`src/line_exposure_defines.vh`:
```
// constants for the line exposure timing block
// Functional notes
// - free-run rate change shortens exposure to fit
// - free-run exposure range bounded by line period
// - never generate line period below readout period
// - pulse-width mode: rise exposes, fall starts readout
// - timed external mode: falling edge starts programmed exposure
// - latch one extra falling edge during exposure
// - line period accepted only with triggering disabled
// - reject period not above minimum exposure plus low time
// - over-speed triggers dropped, line rate capped
// - programmed line rate between 1 Hz and 48 kHz
// - 8K sensor caps rate by link and format
// - 4K sensor caps rate by link and format
// - exposure written except in pulse-width mode, 4-3000us
// - pulse-width mode only while triggering enabled
// - line sync arrives on first control line, sampled
`ifndef LINE_EXPOSURE_DEFINES_VH
`define LINE_EXPOSURE_DEFINES_VH

// ****************************************
// clock and timing
// ****************************************
`define CLOCK_HZ 25000000
`define CLOCK_NS 40
`define READOUT_NS 20300
`define READOUT_CYCLES ((`READOUT_NS + `CLOCK_NS - 1) / `CLOCK_NS)
`define MIN_LOW_NS 2000
`define MIN_LOW_CYCLES ((`MIN_LOW_NS + `CLOCK_NS - 1) / `CLOCK_NS)
`define EXPOSURE_MIN_NS 4000
`define EXPOSURE_MIN_CYCLES ((`EXPOSURE_MIN_NS + `CLOCK_NS - 1) / `CLOCK_NS)
`define EXPOSURE_MAX_US 3000
`define EXPOSURE_MAX_CYCLES ((`EXPOSURE_MAX_US * 1000) / `CLOCK_NS)
`define LINE_RATE_MIN_HZ 1
`define LINE_PERIOD_MAX_CYCLES (`CLOCK_HZ / `LINE_RATE_MIN_HZ)
`define PERIOD_OF(hz) ((`CLOCK_HZ + (hz) - 1) / (hz))

// ****************************************
// line rate caps in hertz
// ****************************************
`define RATE_10K 10000
`define RATE_20K 20000
`define RATE_23K 23000
`define RATE_27K 27000
`define RATE_34K 34000
`define RATE_40K 40000
`define RATE_46K 46000
`define RATE_48K 48000

// ****************************************
// register offsets
// ****************************************
`define OFF_CONTROL 8'h00
`define OFF_LINE_PERIOD 8'h04
`define OFF_EXPOSURE 8'h08
`define OFF_STATUS 8'h0c
`define OFF_MASK 8'h10
`define OFF_STATE 8'h14

// ****************************************
// control fields, link and format codes
// ****************************************
`define CTRL_TRIGGER 0
`define CTRL_WIDTH 1
`define CTRL_LINK_LSB 2
`define CTRL_FORMAT_LSB 4
`define CTRL_SENSOR_8K 6
`define LINK_BASE 2'h0
`define LINK_MEDIUM 2'h1
`define LINK_FULL 2'h2
`define LINK_DECA 2'h3
`define colour_8bit_format 2'h0
`define colour_12bit_format 2'h1
`define interleaved_8bit_format 2'h2
`define green_only_8bit_format 2'h3

// ****************************************
// status bits, reset values, responses
// ****************************************
`define ST_LINE_START 0
`define ST_READOUT 1
`define ST_INVALID 2
`define ST_DROPPED 3
`define STATUS_W 4
`define RESET_LINE_PERIOD 25'h00061a8
`define RESET_EXPOSURE 25'h00003e8
`define RESP_OKAY 2'h0
`define RESP_SLVERR 2'h2

`endif

```
`src/line_exposure_timing.v`:
```
// line exposure and readout timing engine with its register file
`timescale 1ns/10ps
`include "line_exposure_defines.vh"

module line_exposure_timing #(
    parameter ADDR_W = 8,
    parameter PERIOD_W = 25,
    parameter [PERIOD_W-1:0] LINE_PERIOD_MAX = `LINE_PERIOD_MAX_CYCLES,
    parameter [PERIOD_W-1:0] EXPOSURE_MAX = `EXPOSURE_MAX_CYCLES
)(
    // clock, reset, clock enable
    input wire clock,
    input wire reset,
    input wire enable,
    // line sync from the frame grabber
    input wire line_sync_input,
    // axi4-lite write
    input wire [ADDR_W-1:0] awaddr,
    input wire awvalid,
    output reg awready,
    input wire [31:0] wdata,
    input wire [3:0] wstrb,
    input wire wvalid,
    output reg wready,
    output reg [1:0] bresp,
    output reg bvalid,
    input wire bready,
    // axi4-lite read
    input wire [ADDR_W-1:0] araddr,
    input wire arvalid,
    output reg arready,
    output reg [31:0] rdata,
    output reg [1:0] rresp,
    output reg rvalid,
    input wire rready,
    // sensor timing and interrupt
    output reg exposure_active,
    output reg line_start,
    output reg readout_start,
    output reg irq
);

    // ****************************************
    // cycle constants
    // ****************************************
    localparam [PERIOD_W-1:0] readout_cycles = `READOUT_CYCLES;
    localparam [PERIOD_W-1:0] min_low = `MIN_LOW_CYCLES;
    localparam [PERIOD_W-1:0] exposure_min = `EXPOSURE_MIN_CYCLES;
    localparam [PERIOD_W-1:0] p10k = `PERIOD_OF(`RATE_10K);
    localparam [PERIOD_W-1:0] p20k = `PERIOD_OF(`RATE_20K);
    localparam [PERIOD_W-1:0] p23k = `PERIOD_OF(`RATE_23K);
    localparam [PERIOD_W-1:0] p27k = `PERIOD_OF(`RATE_27K);
    localparam [PERIOD_W-1:0] p34k = `PERIOD_OF(`RATE_34K);
    localparam [PERIOD_W-1:0] p40k = `PERIOD_OF(`RATE_40K);
    localparam [PERIOD_W-1:0] p46k = `PERIOD_OF(`RATE_46K);
    localparam [PERIOD_W-1:0] p48k = `PERIOD_OF(`RATE_48K);

    // ****************************************
    // state
    // ****************************************
    reg trigger_on;
    reg width_mode;
    reg sensor_8k;
    reg [1:0] link_cfg;
    reg [1:0] pixel_fmt;
    reg [PERIOD_W-1:0] line_period;
    reg [PERIOD_W-1:0] exposure;
    reg [`STATUS_W-1:0] status;
    reg [`STATUS_W-1:0] mask;
    reg aw_held;
    reg w_held;
    reg [ADDR_W-1:0] waddr;
    reg [31:0] wdata_q;
    reg [3:0] wstrb_q;
    reg sync_meta;
    reg sync_s;
    reg sync_prev;
    reg pending;
    reg [PERIOD_W-1:0] exp_count;
    reg [PERIOD_W-1:0] period_count;
    reg [PERIOD_W-1:0] since_line;

    // ****************************************
    // register read mux
    // ****************************************
    function [32:0] read_word;
        input [ADDR_W-1:0] a;
        begin
            read_word = 33'h0;
            case (a)
                `OFF_CONTROL:
                begin
                    read_word[`CTRL_TRIGGER] = trigger_on;
                    read_word[`CTRL_WIDTH] = width_mode;
                    read_word[`CTRL_LINK_LSB +: 2] = link_cfg;
                    read_word[`CTRL_FORMAT_LSB +: 2] = pixel_fmt;
                    read_word[`CTRL_SENSOR_8K] = sensor_8k;
                end
                `OFF_LINE_PERIOD: read_word[PERIOD_W-1:0] = line_period;
                `OFF_EXPOSURE: read_word[PERIOD_W-1:0] = exposure;
                `OFF_STATUS: read_word[`STATUS_W-1:0] = status;
                `OFF_MASK: read_word[`STATUS_W-1:0] = mask;
                `OFF_STATE: read_word[4:0] = {sync_s, pending, exposure_active,
                                              width_mode, trigger_on};
                default: read_word[32] = 1'b1;
            endcase
        end
    endfunction

    // ****************************************
    // write decode and parameter checks
    // ****************************************
    wire [32:0] cur_word = read_word(waddr);
    wire [31:0] byte_mask = {{8{wstrb_q[3]}}, {8{wstrb_q[2]}}, {8{wstrb_q[1]}},
                             {8{wstrb_q[0]}}};
    wire [31:0] merged = (cur_word[31:0] & ~byte_mask) | (wdata_q & byte_mask);
    wire do_write = aw_held & w_held & ~bvalid;
    wire [PERIOD_W-1:0] new_val = merged[PERIOD_W-1:0];
    wire high_clear = ~|merged[31:PERIOD_W];
    wire width_eff = trigger_on & width_mode;
    reg [PERIOD_W-1:0] cap_period;
    always @*
    begin
        case (link_cfg)
            `LINK_BASE: cap_period = sensor_8k ? p10k : p20k;
            `LINK_MEDIUM:
            begin
                if (pixel_fmt == `colour_12bit_format)
                    cap_period = sensor_8k ? p23k : p46k;
                else
                    cap_period = sensor_8k ? p20k : p40k;
            end
            `LINK_FULL:
            begin
                if (sensor_8k && pixel_fmt != `green_only_8bit_format)
                    cap_period = p27k;
                else
                    cap_period = p48k;
            end
            default:
            begin
                if (sensor_8k && pixel_fmt != `interleaved_8bit_format)
                    cap_period = p34k;
                else
                    cap_period = p48k;
            end
        endcase
    end
    // shortest line the engine will make, never under readout or 48 kHz
    wire [PERIOD_W-1:0] min_period = (cap_period > readout_cycles) ? cap_period :
                                     readout_cycles;
    wire [PERIOD_W:0] new_exp_low = {1'b0, new_val} + {1'b0, min_low};
    wire [PERIOD_W:0] floor_low = {1'b0, exposure_min} + {1'b0, min_low};
    wire period_ok = ~trigger_on & high_clear
                     & (new_val >= min_period) & (new_val >= p48k)
                     & (new_val <= LINE_PERIOD_MAX)
                     & ({1'b0, new_val} > floor_low);
    wire exposure_ok = ~width_eff & high_clear
                       & (new_val >= exposure_min) & (new_val <= EXPOSURE_MAX)
                       & ({1'b0, line_period} > new_exp_low);
    wire [PERIOD_W-1:0] fit_limit = new_val - min_low - 1'b1;
    wire [PERIOD_W-1:0] exposure_fit = (exposure > fit_limit) ? fit_limit :
                                       exposure;
    wire wr_control = do_write & (waddr == `OFF_CONTROL);
    wire wr_period = do_write & (waddr == `OFF_LINE_PERIOD);
    wire wr_exposure = do_write & (waddr == `OFF_EXPOSURE);
    wire ev_invalid = (wr_period & ~period_ok) | (wr_exposure & ~exposure_ok);

    // ****************************************
    // exposure engine decisions
    // ****************************************
    wire rise = sync_s & ~sync_prev;
    wire fall = ~sync_s & sync_prev;
    wire ready_new = since_line >= min_period - 1'b1;
    wire free_run = ~trigger_on;
    wire timed_ext = trigger_on & ~width_mode;
    // a period left below a tighter link cap is stretched to the cap
    wire free_start = free_run & (period_count >= line_period - 1'b1)
                      & ready_new;
    wire timed_start = timed_ext & ~exposure_active & ready_new
                       & (pending | fall);
    wire width_start = width_eff & rise & ~exposure_active & ready_new;
    wire ev_line = free_start | timed_start | width_start;
    wire timed_end = ~width_eff & exposure_active & (exp_count <= 1);
    wire width_end = width_eff & exposure_active & fall;
    wire ev_readout = timed_end | width_end;
    // a third edge, or a width pulse arriving too soon, is surplus
    wire ev_dropped = (timed_ext & fall & pending & ~timed_start)
                      | (width_eff & rise & ~width_start);
    wire [`STATUS_W-1:0] ev_set;
    assign ev_set[`ST_LINE_START] = ev_line;
    assign ev_set[`ST_READOUT] = ev_readout;
    assign ev_set[`ST_INVALID] = ev_invalid;
    assign ev_set[`ST_DROPPED] = ev_dropped;
    wire [`STATUS_W-1:0] clear_bits = (do_write & (waddr == `OFF_STATUS)) ?
                                      (wdata_q[`STATUS_W-1:0] & byte_mask[`STATUS_W-1:0]) :
                                      {`STATUS_W{1'b0}};
    // a set in the cycle of its clear wins
    wire [`STATUS_W-1:0] next_status = (status & ~clear_bits) | ev_set;

    // ****************************************
    // axi4-lite slave
    // ****************************************
    always @(posedge clock)
    begin
        if (reset)
        begin
            awready <= 1'b1;
            wready <= 1'b1;
            arready <= 1'b1;
            aw_held <= 1'b0;
            w_held <= 1'b0;
            bvalid <= 1'b0;
            rvalid <= 1'b0;
            bresp <= `RESP_OKAY;
            rresp <= `RESP_OKAY;
            rdata <= 32'h00000000;
            waddr <= {ADDR_W{1'b0}};
            wdata_q <= 32'h00000000;
            wstrb_q <= 4'h0;
        end
        else if (enable)
        begin
            if (awvalid & awready)
            begin
                aw_held <= 1'b1;
                awready <= 1'b0;
                waddr <= awaddr;
            end
            if (wvalid & wready)
            begin
                w_held <= 1'b1;
                wready <= 1'b0;
                wdata_q <= wdata;
                wstrb_q <= wstrb;
            end
            if (do_write)
            begin
                bvalid <= 1'b1;
                bresp <= cur_word[32] ? `RESP_SLVERR : `RESP_OKAY;
            end
            if (bvalid & bready)
            begin
                bvalid <= 1'b0;
                aw_held <= 1'b0;
                w_held <= 1'b0;
                awready <= 1'b1;
                wready <= 1'b1;
            end
            if (arvalid & arready)
            begin
                arready <= 1'b0;
                rvalid <= 1'b1;
                // slverr is 2'b10, so the miss flag lands in the upper response bit
                {rresp[1], rdata} <= read_word(araddr);
                rresp[0] <= 1'b0;
            end
            if (rvalid & rready)
            begin
                rvalid <= 1'b0;
                arready <= 1'b1;
            end
        end
    end

    // ****************************************
    // settings, status and interrupt
    // ****************************************
    always @(posedge clock)
    begin
        if (reset)
        begin
            trigger_on <= 1'b0;
            width_mode <= 1'b0;
            sensor_8k <= 1'b0;
            link_cfg <= `LINK_BASE;
            pixel_fmt <= `colour_8bit_format;
            line_period <= `RESET_LINE_PERIOD;
            exposure <= `RESET_EXPOSURE;
            status <= {`STATUS_W{1'b0}};
            mask <= {`STATUS_W{1'b0}};
            irq <= 1'b0;
        end
        else if (enable)
        begin
            if (wr_control)
            begin
                trigger_on <= merged[`CTRL_TRIGGER];
                // width mode cannot be held without triggering
                width_mode <= merged[`CTRL_WIDTH] & merged[`CTRL_TRIGGER];
                link_cfg <= merged[`CTRL_LINK_LSB +: 2];
                pixel_fmt <= merged[`CTRL_FORMAT_LSB +: 2];
                sensor_8k <= merged[`CTRL_SENSOR_8K];
            end
            if (wr_period & period_ok)
            begin
                line_period <= new_val;
                exposure <= exposure_fit;
            end
            if (wr_exposure & exposure_ok)
                exposure <= new_val;
            if (do_write & (waddr == `OFF_MASK))
                mask <= merged[`STATUS_W-1:0];
            status <= next_status;
            irq <= |(next_status & mask);
        end
    end

    // ****************************************
    // line sync sampling and exposure engine
    // ****************************************
    always @(posedge clock)
    begin
        if (reset)
        begin
            sync_meta <= 1'b0;
            sync_s <= 1'b0;
            sync_prev <= 1'b0;
            pending <= 1'b0;
            exp_count <= {PERIOD_W{1'b0}};
            period_count <= {PERIOD_W{1'b0}};
            since_line <= {PERIOD_W{1'b0}};
            exposure_active <= 1'b0;
            line_start <= 1'b0;
            readout_start <= 1'b0;
        end
        else if (enable)
        begin
            sync_meta <= line_sync_input;
            sync_s <= sync_meta;
            sync_prev <= sync_s;
            line_start <= ev_line;
            readout_start <= ev_readout;
            if (wr_control)
            begin
                // a mode change abandons the line in flight
                pending <= 1'b0;
                exposure_active <= 1'b0;
                period_count <= {PERIOD_W{1'b0}};
                line_start <= 1'b0;
                readout_start <= 1'b0;
            end
            else
            begin
                period_count <= (free_run & ~free_start) ?
                                period_count + 1'b1 : {PERIOD_W{1'b0}};
                if (timed_start)
                    pending <= pending & fall;
                else if (timed_ext & fall)
                    pending <= 1'b1;
                else if (~timed_ext)
                    pending <= 1'b0;
                if (ev_line)
                begin
                    exposure_active <= 1'b1;
                    exp_count <= exposure;
                end
                else if (ev_readout)
                    exposure_active <= 1'b0;
                else if (exposure_active)
                    exp_count <= exp_count - 1'b1;
            end
            if (ev_line)
                since_line <= {PERIOD_W{1'b0}};
            else if (~&since_line)
                since_line <= since_line + 1'b1;
        end
    end

endmodule // line_exposure_timing

```
`config.mk`:
```
export PLATFORM = sky130hd
export DESIGN_NAME = line_exposure_timing
export DESIGN_NICKNAME = d
export VERILOG_FILES = /design/src/line_exposure_timing.v
export VERILOG_INCLUDE_DIRS = /design/src
export SDC_FILE = /design/constraint.sdc
export NUM_CORES = 1
export LEC_CHECK = 0
export ABC_AREA = 0
export BUFFER_PORTS_ARGS = -buffer_cell sky130_fd_sc_hd__buf_4
export CAP_MARGIN = 5
export CORE_UTILIZATION = 45
export DETAILED_ROUTE_END_ITERATION = 10
export PLACE_DENSITY = 0.63
export SETUP_SLACK_MARGIN = 0.3
export SLEW_MARGIN = 20
export SYNTH_ARGS = -nofsm -noshare
export SYNTH_HDL_FRONTEND = slang
export SYNTH_SLANG_ARGS = --single-unit
```
`constraint.sdc`:
```
create_clock -name clock -period 9.3 [get_ports clock]
set_input_delay 1.395 -clock clock [delete_from_list [all_inputs] [get_ports clock]]
set_output_delay 1.395 -clock clock [all_outputs]
set_load 0.05 [all_outputs]
```
==> impl_metrics.py <==
metrics = {
    "run_status": {
        "status": "completed",
    },
    "clock_tree": {
        "post_cts_buffers": 0,
        "cts_tree": "done",
        "ctsRootBufferMaster": "clkbuf_16",
        "clkLatencyLatePin_ps": 570,
        "cts.sinks": 226,
        "cts_buffers": 26,
        "htreeDepth": 1,
        "cts.path.max_buffers": 3,
        "clkTransAtPathRegs_ps": 70,
        "cts_resized": 0,
        "postCtsHoldBufs": 0,
    },
    "critical_path": {
        "max_stage_delay_ps": 940,
        "ff2ff_path_depth": 20,
        "cp_max_fo": 27,
        "r2r-end": "exposure[3]$_SDFFE_PP1P_",
        "reg2reg_slack_ps": 2260,
        "cp_slowest_cell": "dfxtp_1",
        "crit_start": "waddr[2]$_SDFFE_PP0P_",
        "startpoint_type": "register",
        "crit_type": "register to register",
        "cp-endpoint": "exposure[3]$_SDFFE_PP1P_",
        "timing.rr.start": "waddr[2]$_SDFFE_PP0P_",
        "cp_data_arrival_time_ps": 7490,
        "end_kind": "register",
        "critical_path.cell_chain": "or4b_1, o41ai_1, a21o_1, nand4_1, or3_1, nor2_1, and2_1, nand2_1, xor2_1, ha_1, nand4_1, nor4_1, o221ai_1, a211oi_1, o32ai_2, nor4_1, a41oi_4, clkbuf_16, or2_1, a2bb2oi_1",
        "critPathRequiredTime_ps": 9750,
    },
    "grt": {
        "grt_usage": 0.310,
        "grt-ovfl-total": 0,
        "grt_max_degree": 91,
        "antenna_found_initial": 0,
        "grt_pass1_vias": 14600,
        "grt_pass1_wl_mm": 86.2,
    },
    "route": {
        "met2_length_mm": 23.5,
        "drt_iter0_drc": 1424,
        "drt_first_pass_iters": 6,
        "wl_met3_mm": 4.87,
        "maxUsedRoutingLayer": "met4",
        "drc": 0,
        "drtAntennaViolNets": 0,
        "wl_mm": 55.9,
        "wl_per_cell_um": 22.0,
        "drt-met1-wl_mm": 25.3,
        "vias": 15600,
        "viasPerCell": 6.12,
    },
    "synth": {
        "synthFlopType": "dfxtp_1",
        "netlist_instances": 2016,
        "synth-async-reset-ratio": 0,
        "syn_area_um2": 15600,
        "synthMuxAreaShare": 0.0398,
        "synth-compound-area-share": 0.214,
        "synth_top_family_by_area": "simple AND/OR/NAND/NOR gates",
        "synthesis.yosys.warnings": 0,
        "syn-mean-instance-area_um2": 7.76,
        "synth_cell_types": 91,
        "synth_edf_count": 0,
        "post_synth_fa_ha_maj_area_fraction": 0.101,
        "synth-seq-cells": 226,
        "synth_xor_xnor_area_share": 0.0588,
        "synth_simple_gate_area_frac": 0.248,
        "seq_area_frac_synth": 0.289,
    },
    "sta": {
        "tightest_slew_ps": 1020,
        "slew_headroom": 0.320,
        "slew_violations": 0,
        "min_period_over_period": 0.757,
        "fin_tns_setup_ps": 0,
        "max_freq_mhz": 142,
        "post-route-min-period_ps": 7040,
        "setup_viol": 0,
        "finalHoldViolations": 0,
        "rsz0062_at_grt": "false",
        "fin_skew_ps": 31.2,
    },
    "power": {
        "power_density_nw_per_um2": 136,
        "p_comb_frac": 0.145,
        "netSwitchingPower_uw": 687,
        "ir_drop_mv": 0.139,
        "pwr-share-clk": 0.433,
        "p_seq_frac": 0.423,
        "intPower_mw": 1.71,
        "total_leakage_power_nw": 7.27,
        "sw_frac_of_total": 0.287,
    },
    "die": {
        "die_y_um": 188,
        "rows": 67,
        "die-area_um2": 35500,
        "initial_utilization": 0.462,
        "num_io_pins": 106,
        "die_width_um": 188,
        "coreArea_um2": 33900,
    },
    "layout": {
        "final_cell_mix": "249 x nand2_1, 226 x dfxtp_1, 204 x nor2_1, 132 x a21oi_1, 130 x buf_4",
        "antenna_cells": 0,
        "area_delta_synth_final_pct": 12.8,
        "final_common_cell": "nand2_1",
        "drive_gt1_frac": 0.108,
        "seq_area_um2": 4520,
        "multi_input_area_um2": 10500,
        "fillers": 3351,
        "final_area_um2": 17600,
        "fin_nets": 2262,
    },
    "worst_hold_path": {
        "hold_class": "register to register",
    },
    "place": {
        "gp_congestion": 1.05,
        "dp_hpwl_mm": 42.4,
        "io_buffers": 96,
        "placed_cell_area_um2": 16700,
    },
    "run": {
        "maxCapViolCount": 0,
    },
}
==> flip-flops by register name, indices dropped and copies added (netlist names), 2 cells and up <==
signal and flops:
exposure 25, waddr 8, since_line 25, wdata_q 32
status 4, pixel_fmt 2, mask 4, period_count 25
wstrb_q 4, link_cfg 2, exp_count 25, rdata 25
line_period 25
==> power by group through the flow <==
stage	sequential, mW	clock, mW	combinational [mW]
5_1_grt	1.02	1.09	0.377
3_3_place_gp	1.03	0	0.338
2_1_floorplan	1.05	0	0.221
4_1_cts	1.01	1.05	0.343
3_5_place_dp	1.03	0	0.342
6_report	1.01	1.04	0.347
==> layer usage <==
layer / track usage / vias to the layer above
met1: 0.438 / 7364
met3: 0.0518 / 126
met5: 0 / -
li1: - / 7397
met2: 0.473 / 669
met4: 0.115 / 0
==> worst max-delay path: cells and delay by family, from the launching register on <==
| family | cells | cell delay [ps] |
|---|---|---|
| fa+ha+maj | 1 | 340 |
| flops | 1 | 940 |
| xor+xnor | 1 | 140 |
| simple gates | 10 | 3270 |
| compound gates | 7 | 1920 |
| buf+inv | 1 | 300 |
==> area by class of cell <==
class	instances	share of cell area
Multi-Input combinational cell	1632	0.593
Sequential cell	226	0.257
Timing Repair Buffer	131	0.0568
Clock buffer	35	0.0428
Tap cell	448	0.0318
Inverter	58	0.0124
Clock inverter	13	0.00624
==> metrics by stage <==
stage | hold slack (ps) | cells | util | power, mW | setup slack, ps
floorplan | 432 | 2036 | - | 1.27 | 3880
global placement | 441 | 2494 | 0.494 | 1.37 | 2180
detailed placement | 449 | 2494 | 0.494 | 1.38 | 2070
CTS | 457 | 2542 | 0.519 | 2.41 | 2050
global route | 477 | 2543 | 0.521 | 2.48 | 1750
finish | 457 | 2543 | 0.521 | 2.40 | 2260
==> worst min-delay path by stage <==
stage,start,to,cells after the start
after global placement,exp_count[15]$_SDFFE_PP0P_,exp_count[15]$_SDFFE_PP0P_,2
after detailed placement,exp_count[15]$_SDFFE_PP0P_,exp_count[15]$_SDFFE_PP0P_,2
after CTS,exp_count[15]$_SDFFE_PP0P_,exp_count[15]$_SDFFE_PP0P_,2
final,wdata_q[25]$_SDFFE_PP0P_,wdata_q[25]$_SDFFE_PP0P_,2
after floorplan,exp_count[15]$_SDFFE_PP0P_,exp_count[15]$_SDFFE_PP0P_,2
after global routing,wdata_q[4]$_SDFFE_PP0P_,wdata_q[4]$_SDFFE_PP0P_,2
==> synth_stat cells (all sizes together) (4+ instances only) <==
cell | count | area, um^2
a211o | 4 | 35.0
a211oi | 16 | 133
a21boi | 5 | 37.5
a21o | 40 | 300
a21oi | 132 | 661
a221oi | 32 | 298
a22o | 9 | 78.8
a22oi | 26 | 200
a2bb2oi | 4 | 35.0
a31oi | 15 | 93.8
a41oi | 4 | 53.8
and2 | 14 | 87.6
and3 | 22 | 138
and4 | 6 | 52.6
buf | 35 | 224
clkbuf | 85 | 320
clkinv | 4 | 16.3
dfxtp | 226 | 4520
ha | 126 | 1580
inv | 54 | 203
mux2 | 15 | 188
mux2i | 39 | 390
nand2 | 250 | 941
nand2b | 14 | 87.6
nand3 | 67 | 335
nand3b | 10 | 75.1
nand4 | 47 | 294
nor2 | 206 | 781
nor2b | 19 | 119
nor3 | 70 | 365
nor3b | 5 | 37.5
nor4 | 33 | 206
nor4b | 4 | 41.3
o2111ai | 5 | 43.8
o211ai | 7 | 52.6
o21a | 22 | 165
o21ai | 142 | 714
o31a | 6 | 52.6
o31ai | 9 | 67.6
o32ai | 4 | 42.6
or2 | 4 | 25.0
or3 | 22 | 138
or4 | 10 | 82.6
xnor2 | 70 | 613
xor2 | 35 | 307
==> logic make-up (layout without fill, tap and decap cells) <==
group / after synthesis / count (layout)
fa+ha+maj: 126 / 126
flops: 226 / 226
simple gates: 810 / 810
xor+xnor: 105 / 105
buf+inv: 178 / 237
other cells: 2 / 22
mux: 56 / 56
compound gates: 513 / 513
(Power assumes the default switching activity.)
